$ cat src/rtl/iem_pkg.sv
// Package: offsets, reset values, field positions and carriers for the interrupt enable mask
package iem_pkg;
    localparam int IEM_ADDR_W = 8;
    localparam int IEM_DATA_W = 8;
    localparam int IEM_NUM_SRC = 16;
    localparam logic [7:0] IEM_OFS_ENABLE_LOW = 8'h43;
    localparam logic [7:0] IEM_OFS_ENABLE_MID = 8'h44;
    localparam logic [7:0] IEM_RST_ENABLE_LOW = 8'h00;
    localparam logic [7:0] IEM_RST_ENABLE_MID = 8'h00;
    localparam int IEM_BIT_REF_FIRST_LOW = 0;
    localparam int IEM_BIT_REF_FIRST_MID = 0;
    localparam int IEM_BIT_REF_FOURTEEN = 5;
    localparam int IEM_BIT_MAIN_REF_FAILED = 6;
    localparam int IEM_BIT_OPERATING_MODE = 7;

    // Register port request
    typedef struct packed {
        logic wr;
        logic rd;
        logic [IEM_ADDR_W-1:0] addr;
        logic [IEM_DATA_W-1:0] wdata;
    } iem_req_s;

    // Event word: [7:0] inputs 1..8, [12:8] inputs 9..13, [13] input 14,
    // [14] main reference failure, [15] operating mode change
    typedef logic [IEM_NUM_SRC-1:0] iem_event_t;
endpackage : iem_pkg

$ cat src/rtl/iem_mask_reg.sv
// One byte-wide read/write mask register with reset value
`timescale 1ns/1ps
module iem_mask_reg
    import iem_pkg::*;
#(
    parameter logic [IEM_DATA_W-1:0] RESET_VALUE = '0
) (
    input wire logic core_clk,
    input wire logic rst,
    input wire logic wr_en,
    input wire logic [IEM_DATA_W-1:0] wdata,
    output logic [IEM_DATA_W-1:0] value
);
    logic [IEM_DATA_W-1:0] value_reg;
    logic [IEM_DATA_W-1:0] value_next;

    always_comb begin
        value_next = value_reg;
        if (wr_en) begin
            value_next = wdata;
        end
    end

    always_ff @(posedge core_clk or posedge rst) begin
        if (rst) begin
            value_reg <= RESET_VALUE;
        end else begin
            value_reg <= value_next;
        end
    end

    assign value = value_reg;
endmodule : iem_mask_reg

$ cat src/rtl/iem_interrupt_enable_mask_low.sv
// Interrupt enable mask, bits [15:0]: two byte registers gating pending events
// ----------------------------------------------------------------------------
// Notes on behaviour
// - The register at 0x43 holds mask bits 7..0, bit k enabling reference input k+1.
// - A clear mask bit keeps that input's events from raising the interrupt.
// - A set mask bit lets that input's events raise the interrupt.
// - Both mask registers are read/write and reset to zero, all sources disabled.
// - The register at 0x44 holds mask bits 15..8, bit 7 mode change, bit 5 input 14.
// - Bit 6 at 0x44 gates the main reference failure event.
// - Bits 4..0 at 0x44 enable reference inputs 13 down to 9.
// ----------------------------------------------------------------------------
`timescale 1ns/1ps
module iem_interrupt_enable_mask_low
    import iem_pkg::*;
(
    input wire logic core_clk,
    input wire logic rst,
    input wire iem_req_s reg_req,
    output logic [IEM_DATA_W-1:0] reg_rdata,
    output logic reg_hit,
    input wire iem_event_t event_pending,
    output iem_event_t event_enabled,
    output logic irq_request
);
    // ------------------------------------------------------------------------
    // Address decode
    // ------------------------------------------------------------------------
    function automatic logic iem_hit(input logic [IEM_ADDR_W-1:0] a,
                                     input logic [IEM_ADDR_W-1:0] ofs);
        iem_hit = (a == ofs);
    endfunction : iem_hit

    logic wr_low;
    logic wr_mid;
    logic [IEM_DATA_W-1:0] mask_low;
    logic [IEM_DATA_W-1:0] mask_mid;

    assign wr_low = reg_req.wr && iem_hit(reg_req.addr, IEM_OFS_ENABLE_LOW);
    assign wr_mid = reg_req.wr && iem_hit(reg_req.addr, IEM_OFS_ENABLE_MID);

    // ------------------------------------------------------------------------
    // Mask registers
    // ------------------------------------------------------------------------
    iem_mask_reg #(
        .RESET_VALUE(IEM_RST_ENABLE_LOW)
    ) u_enable_low (
        .core_clk(core_clk),
        .rst(rst),
        .wr_en(wr_low),
        .wdata(reg_req.wdata),
        .value(mask_low)
    );

    iem_mask_reg #(
        .RESET_VALUE(IEM_RST_ENABLE_MID)
    ) u_enable_mid (
        .core_clk(core_clk),
        .rst(rst),
        .wr_en(wr_mid),
        .wdata(reg_req.wdata),
        .value(mask_mid)
    );

    // ------------------------------------------------------------------------
    // Read path, registered; unmapped reads return zero
    // ------------------------------------------------------------------------
    logic [IEM_DATA_W-1:0] rdata_reg;
    logic [IEM_DATA_W-1:0] rdata_next;
    logic hit_reg;
    logic hit_next;

    always_comb begin
        rdata_next = rdata_reg;
        hit_next = 1'b0;
        if (reg_req.rd) begin
            hit_next = 1'b1;
            if (iem_hit(reg_req.addr, IEM_OFS_ENABLE_LOW)) begin
                rdata_next = mask_low;
            end else if (iem_hit(reg_req.addr, IEM_OFS_ENABLE_MID)) begin
                rdata_next = mask_mid;
            end else begin
                rdata_next = 8'h00;
                hit_next = 1'b0;
            end
        end
    end

    always_ff @(posedge core_clk or posedge rst) begin
        if (rst) begin
            rdata_reg <= 8'h00;
            hit_reg <= 1'b0;
        end else begin
            rdata_reg <= rdata_next;
            hit_reg <= hit_next;
        end
    end

    assign reg_rdata = rdata_reg;
    assign reg_hit = hit_reg;

    // ------------------------------------------------------------------------
    // Gating: the 16 mask bits line up one to one with the event word
    // ------------------------------------------------------------------------
    iem_event_t mask_all;
    iem_event_t enabled_reg;
    iem_event_t enabled_next;
    logic irq_reg;
    logic irq_next;

    assign mask_all = {mask_mid, mask_low};

    // Per-source gate; events still arrive at the status side unmasked
    genvar g;
    generate
        for (g = 0; g < IEM_NUM_SRC; g++) begin : g_gate
            assign enabled_next[g] = event_pending[g] & mask_all[g];
        end
    endgenerate

    // ------------------------------------------------------------------------
    // Source groups of the gated event word
    // ------------------------------------------------------------------------
    localparam int MID_REF_LSB = IEM_DATA_W + IEM_BIT_REF_FIRST_MID;
    localparam int MID_REF_CNT = IEM_BIT_REF_FOURTEEN - IEM_BIT_REF_FIRST_MID;

    logic [IEM_DATA_W-1:0] ref_low_gate;
    logic [MID_REF_CNT-1:0] ref_mid_gate;
    logic ref_fourteen_gate;
    logic main_ref_gate;
    logic mode_change_gate;

    assign ref_low_gate = enabled_next[IEM_BIT_REF_FIRST_LOW +: IEM_DATA_W];
    assign ref_mid_gate = enabled_next[MID_REF_LSB +: MID_REF_CNT];
    assign ref_fourteen_gate = enabled_next[IEM_DATA_W + IEM_BIT_REF_FOURTEEN];
    assign main_ref_gate = enabled_next[IEM_DATA_W + IEM_BIT_MAIN_REF_FAILED];
    assign mode_change_gate = enabled_next[IEM_DATA_W + IEM_BIT_OPERATING_MODE];

    // Registered so the output is glitch free; costs one cycle of latency
    always_comb begin
        irq_next = (|ref_low_gate) || (|ref_mid_gate) || ref_fourteen_gate
            || main_ref_gate || mode_change_gate;
    end

    always_ff @(posedge core_clk or posedge rst) begin
        if (rst) begin
            enabled_reg <= '0;
            irq_reg <= 1'b0;
        end else begin
            enabled_reg <= enabled_next;
            irq_reg <= irq_next;
        end
    end

    assign event_enabled = enabled_reg;
    assign irq_request = irq_reg;
endmodule : iem_interrupt_enable_mask_low

$ cat config.mk
export PLATFORM = sky130hd
export DESIGN_NAME = iem_interrupt_enable_mask_low
export DESIGN_NICKNAME = d
export VERILOG_FILES = /design/src/rtl/iem_pkg.sv /design/src/rtl/iem_mask_reg.sv /design/src/rtl/iem_interrupt_enable_mask_low.sv
export SDC_FILE = /design/constraint.sdc
export NUM_CORES = 1
export LEC_CHECK = 0
export ABC_AREA = 0
export BUFFER_PORTS_ARGS = -buffer_cell sky130_fd_sc_hd__clkbuf_2
export CAP_MARGIN = 10
export CORE_AREA = 5 5 72 58
export CTS_CLUSTER_DIAMETER = 150
export DETAILED_ROUTE_END_ITERATION = 16
export DIE_AREA = 0 0 77 63
export PLACE_DENSITY = 0.84
export SYNTH_ARGS = -nofsm -noshare
export SYNTH_HDL_FRONTEND = slang
export SYNTH_SLANG_ARGS = --single-unit
$ cat constraint.sdc
create_clock -name core_clk -period 2.4 [get_ports core_clk]
set_input_delay 0.12 -clock core_clk [delete_from_list [all_inputs] [get_ports core_clk]]
set_output_delay 0.12 -clock core_clk [all_outputs]
set_load 0.02 [all_outputs]
### Yosys cells after proc, flatten, opt, wreduce, memory -nomap -nowiden

Cells that the tools add are included.

| word-level totals | value |
|---|---|
| flip-flop bits (word level) | 42 |
| latch bits | 0 |
| memory bits (writable) | 0 |
| bits in read-only memories | 0 |
| input port bits | 36 |
| output and inout port bits | 26 |
| word-level logic and storage cells | 37 |
| memories kept | 0 |

| cells by class | value |
|---|---|
| $add $sub $neg | 0 |
| multiply operators | 0 |
| div/mod/pow operators | 0 |
| magnitude comparators | 0 |
| eq/ne operators | 2 |
| shifts and indexed selects | 0 |
| muxes and demuxes | 5 |
| bitwise operators | 16 |
| reduce and logical (&&, ||, !) cells | 8 |

Operators by type and width:

| cell | count |
|---|---|
| bitwise AND 1 bit | 16 |
| equality test 8 x 7 -> 1 bit, second input constant | 2 |
| two-way mux 8 bit | 2 |
| OR reduction 8 bit | 1 |
| OR reduction 5 bit | 1 |
| logical OR 1 bit | 4 |
| two-way mux 1 bit | 3 |
| logical AND 1 bit | 2 |

### Logic depth before layout (Yosys ltp)

| logic depth | value |
|---|---|
| depth after elaboration | 6 |
| depth in mapped cells | 4 |
| gate-level depth less buffers | 4 |

### By module

Synthesis repeated with hierarchy kept, for this count alone.

| second synthesis, totals | value |
|---|---|
| cells, all modules | 124 |
| area total of the unflattened synthesis | 1780.5 um2 |

Modules (own cells, without submodules):

| module | times used | cells each | area each (um2) |
|---|---|---|---|
| iem_interrupt_enable_mask_low | 1 | 88 | 1109.8 |
| iem_mask_reg | 2 | 18 | 335.3 |

### Worst setup path after synthesis

No wires, ideal clock.

| timing | value |
|---|---|
| kind | input -> register |
| start | input reg_req[12] (netlist bit) |
| end | register rdata_reg[0] (netlist: reg_rdata[0]) |
| setup time | 0.153 ns |
| arrival time | 1.489 ns |
| required time | 2.247 ns |
| setup slack | 0.757 ns |
| stages on the path | 4 |
| path buffers | 0 |
| path through | or4b_4 > nor4_4 > mux2i_1 > o22ai_1 |

| between the ends | value |
|---|---|
| longest elaborated chain between the ends | 3 |

RTL lines:

| element | RTL line | RTL |
|---|---|---|
| from (decl) | iem_interrupt_enable_mask_low.sv:18 | `input wire iem_req_s reg_req,` |
| equality test 8 x 7 -> 1 bit | iem_interrupt_enable_mask_low.sv:30 | `iem_hit = (a == ofs);` |
| two-way mux 8 bit | iem_interrupt_enable_mask_low.sv:79 | `end else if (iem_hit(reg_req.addr, IEM_OFS_ENABLE_MID)) begin` |
| two-way mux 8 bit * | iem_interrupt_enable_mask_low.sv:77 | `if (iem_hit(reg_req.addr, IEM_OFS_ENABLE_LOW)) begin` |
| to (signal assigned) | iem_interrupt_enable_mask_low.sv:93 | `rdata_reg <= rdata_next;` |
| to (decl) | iem_interrupt_enable_mask_low.sv:67 | `logic [IEM_DATA_W-1:0] rdata_reg;` |

Every way passes the cells marked *; elsewhere a longest branch is shown, timed or not.
A chain may end at the register's enable or synchronous reset.

### Final worst setup path

| timing | value |
|---|---|
| start | input reg_req[12] (netlist bit) |
| end | register u_enable_low.value_reg[0] (netlist: u_enable_low.value[0]) |

| between the ends | value |
|---|---|
| longest elaborated chain between the ends | 2 |

RTL lines:

| element | RTL line | RTL |
|---|---|---|
| equality test 8 x 7 -> 1 bit | iem_interrupt_enable_mask_low.sv:30 |  |
| logical AND 1 bit | iem_interrupt_enable_mask_low.sv:38 | `assign wr_low = reg_req.wr && iem_hit(reg_req.addr, IEM_OFS_ENABLE_LOW);` |
| to (signal assigned) | iem_mask_reg.sv:28 | `value_reg <= value_next;` |
| to (decl) | iem_mask_reg.sv:14 | `logic [IEM_DATA_W-1:0] value_reg;` |

No other way between the ends.

==> summary.txt <==
Floorplan
  • I/O pins: 62
  • Die span in x: 77 um
  • Placement row count: 19
  • Area of the die: about 4900 um2
  • Starting density of the core: 0.4682
  • Height of the die: 63 um
  • Core footprint: ~3400 um2

Timing
  • Final worst clock skew: 0.005609 ns
  • Least setup slack across all paths after layout: 0.8590 ns
  • Worst hold slack: just over 0.06 ns
  • Aggregate negative setup slack: 0 ns
  • Unrepaired setup endpoints after global routing: false
  • Number of pins with negative max-slew slack in the final report: 0
  • Max-Slew Margin vs Limit: 0.4407
  • Transition at the pin with the smallest max-transition slack: 0.8353 ns
  • Count of endpoints failing setup in the final report: 0
  • FMAX: 0.6489 GHz
  • Final period utilization: 0.6421
  • Final period demand of the worst path: 1.541 ns
  • Number of hold violations in the final report: 0

Logic synthesis
  • Cell types occupying the most area after synthesis: dfrtp_1 65%, mux2_2 11%, and2_1 6.2%
  • Synthesized Nets: between 150 and 200
  • Netlist cell types: 18
  • Gate count of the mapped netlist: roughly 120
  • Sequential-to-total area share from yosys stat: 0.6512
  • Syn_area_per_cell: between 10 and 15 um2
  • Area of the mapped netlist: approximately 1600 um2
  • Largest area contributor in the synthesized netlist: dfrtp_1
  • Yosys synthesis warning count: 0
  • Count of state elements after synthesis: 42
  • Fraction of post-synthesis cell area in the top cell type by area: 0.6512

Hold path
  • Hold Path Origin: event_pending[10]
  • Type of the tightest min-delay check: in2reg

Power
  • Flop pwr share: 0.566
  • Fraction of power spent switching nets: 0.2278
  • Switching pwr: ~0.3 mW
  • Ratio of total power to cell area: around 630 nW/um2
  • Part of the total power dissipated in the clock network: 0.347
  • Cell-internal power: 1.016 mW
  • Standby leakage power: about 1.1 nW
  • Max VDD drop: roughly 0.31 mV
  • Combinational Power Share: 0.087

Clock tree
  • Post-CTS setup buffer count: 0
  • Deepest clock path buffer count: 2
  • CTS H-tree depth: 2
  • Total clock buffers created by CTS: 5
  • Number of sinks on the clock net: 42
  • Clock latency on the worst-skew pair: between 0.2 and 0.3 ns
  • Clock transition at the registers of the reported paths: ~0.070 ns
  • Clock root buffer master: clkbuf_8
  • Clock tree from TritonCTS: done

Final layout
  • Post-layout nets: 223
  • Number of flip-flops in the largest register: 16
  • Final non-filler cell area: roughly 2100 um2
  • Share of final-layout standard cells stronger than drive strength 1: 0.4734
  • N_diodes: 0
  • Share of the core filled with cells: 0.6047
  • Synthesis-to-finish area growth: 29.15%

Setup path
  • Sum of buffers and inverters on the critical path: 1
  • Classification of the worst setup path: in2reg
  • Critical-path maximum fanout: 8
  • Crit path launch: reg_req[12]
  • Kind of start point of the critical path: primary input
  • Worst Path Required: around 2.6 ns
  • Startpoint of the most critical register-to-register path: u_enable_mid.value[6]
  • Signal arrival time at the worst endpoint: between 1.5 and 2 ns
  • Crit-path leading delay family: simple AND/OR/NAND/NOR gates
  • Slowest-stage cell, CP: or4b_4
  • Series of cell instances along the critical path: clkbuf_2 -> or4b_4 -> nor2_1 -> nand3_1 -> mux2_2
  • Critical path capture point type: flop
  • Delay of the slowest cell on the worst path: around 0.54 ns

GRT
  • First-pass GRT wire length: between 5000 and 6000 um
  • Total track usage: 0.1550
  • Most utilized layer in the global route result: met2
  • Number of antenna violations at the first check in global routing: 0
  • Number of global-route vias before repair: approximately 1200
  • Met2 track utilization from global routing: 0.2331
  • Global Route met3 Usage: 0.05331
  • GRT met1 Usage: 0.2047
  • Residual overflow from global routing: 0
  • Largest net degree at the start of global routing: 43

Route
  • Via-to-Cell Ratio: 4.948
  • Routed Wire Length: 3437 um
  • Final antenna-violating net count: 0
  • Initial DRT Pass Iterations: 4
  • Routed WL per cell: about 15 um
  • Initial drt markers: 20
  • Total number of vias: approximately 1100
  • Remaining design rule violation count: 0

Run status
  • Status: finished, final reports clean

Placement
  • GP Congestion: between 0.7 and 0.8
  • Placed Area: slightly below 2000 um2
  • Hpwl dp: 2645 um
  • Number of buffers inserted by port buffering: 61
  • Setup Slack @ Placement: roughly 0.54 ns

Run
  • Max-cap viol count: 0
-- kinds of logic (layout without fill, tap and decap cells) --
logic type,after synthesis,after routing,synth area share
muxes,24,24,0.1612
AOI/OAI and AO/OA,9,9,0.03566
and+or+nand+nor,31,31,0.1264
buffers and inverters,11,82,0.02558
DFF,42,42,0.6512
-- worst register-to-register path: stages (launching register included) --
cell and delay (ns):
dfrtp_1 0.39, and2_1 0.15, or4_1 0.53, nor4_1 0.18, nand4_1 0.11
-- final cells by class --
| type | instances | area [um2] |
|---|---|---|
| Inverter | 10 | 37.54 |
| Tap cell | 42 | 52.55 |
| Clock buffer | 7 | 86.33 |
| Timing Repair Buffer | 64 | 330.3 |
| Fill cell | 277 | 1363 |
| Multi-Input combinational cell | 64 | 521.8 |
| Sequential cell | 42 | 1051 |
| Clock inverter | 1 | 5.005 |
-- cell usage in the layout, fill, tap and decap left out, drive strengths merged --
cell and instances:
or4 1, o211ai 1, mux2 16, nand4 1
o22ai 8, nand3 2, dfrtp 42, and2 16
inv 10, clkbuf 68, or4b 1, or2 1
buf 2, dlygate4sd3 1, nor3b 1, clkinv 1
nand2 1, nor4 3, mux2i 8, nor2 4
-- metrics by stage --
stage / total power, mW / instances
5_1_grt: 1.370 / 230
3_5_place_dp: 0.8741 / 221
6_report: 1.316 / 230
3_3_place_gp: 0.8713 / 221
4_1_cts: 1.327 / 230
2_1_floorplan: 0.8156 / 117
-- power groups by stage --
stage	Sequential, mW	Combinational, mW	Clock [mW]
floorplan	0.770	0.0452	0
global placement	0.757	0.114	0
detailed placement	0.759	0.115	0
CTS	0.745	0.117	0.466
global route	0.748	0.126	0.496
finish	0.745	0.114	0.457
-- metal layers --
layer / routed length, um / part of all wire / vias up
li1: - / - / 544
met1: 1559 / 0.45 / 552
met2: 1574 / 0.46 / 40
met3: 260 / 0.076 / 2
met4: 42 / 0.012 / 0
met5: 0 / 0 / -
-- final timing paths --
kind | endpoint | slack [ns] | cells past startpoint
min in group asynchronous | event_enabled[6] | 0.48 | 4
max | u_enable_low.value[0] | 0.86 | 5
max in group asynchronous | reg_rdata[0] | 1.57 | 4
min reg2reg | reg_rdata[7] | 0.53 | 2
min | event_enabled[10] | 0.06 | 2
max reg2reg | irq_request | 0.92 | 4
-- synthesized netlist by cell type --
| cell type | count |
|---|---|
| nor3b_1 | 1 |
| inv_1 | 10 |
| o22ai_1 | 8 |
| o211ai_1 | 1 |
| nor4_1 | 2 |
| clkbuf_1 | 1 |
| or2_2 | 1 |
| nor4_4 | 1 |
| or4_1 | 1 |
| nand4_1 | 1 |
| nand2_1 | 1 |
| dfrtp_1 | 42 |
| nor2_1 | 4 |
| or4b_4 | 1 |
| and2_1 | 16 |
| mux2_2 | 16 |
| mux2i_1 | 8 |
| nand3_1 | 2 |
-- timing repair --
action                                 4_1_cts  5_1_grt
gates resized for setup                      0        0
endpoints found under the hold margin       42        0
hold buffers                                 1        0
Power figures use the tool's default switching activity.
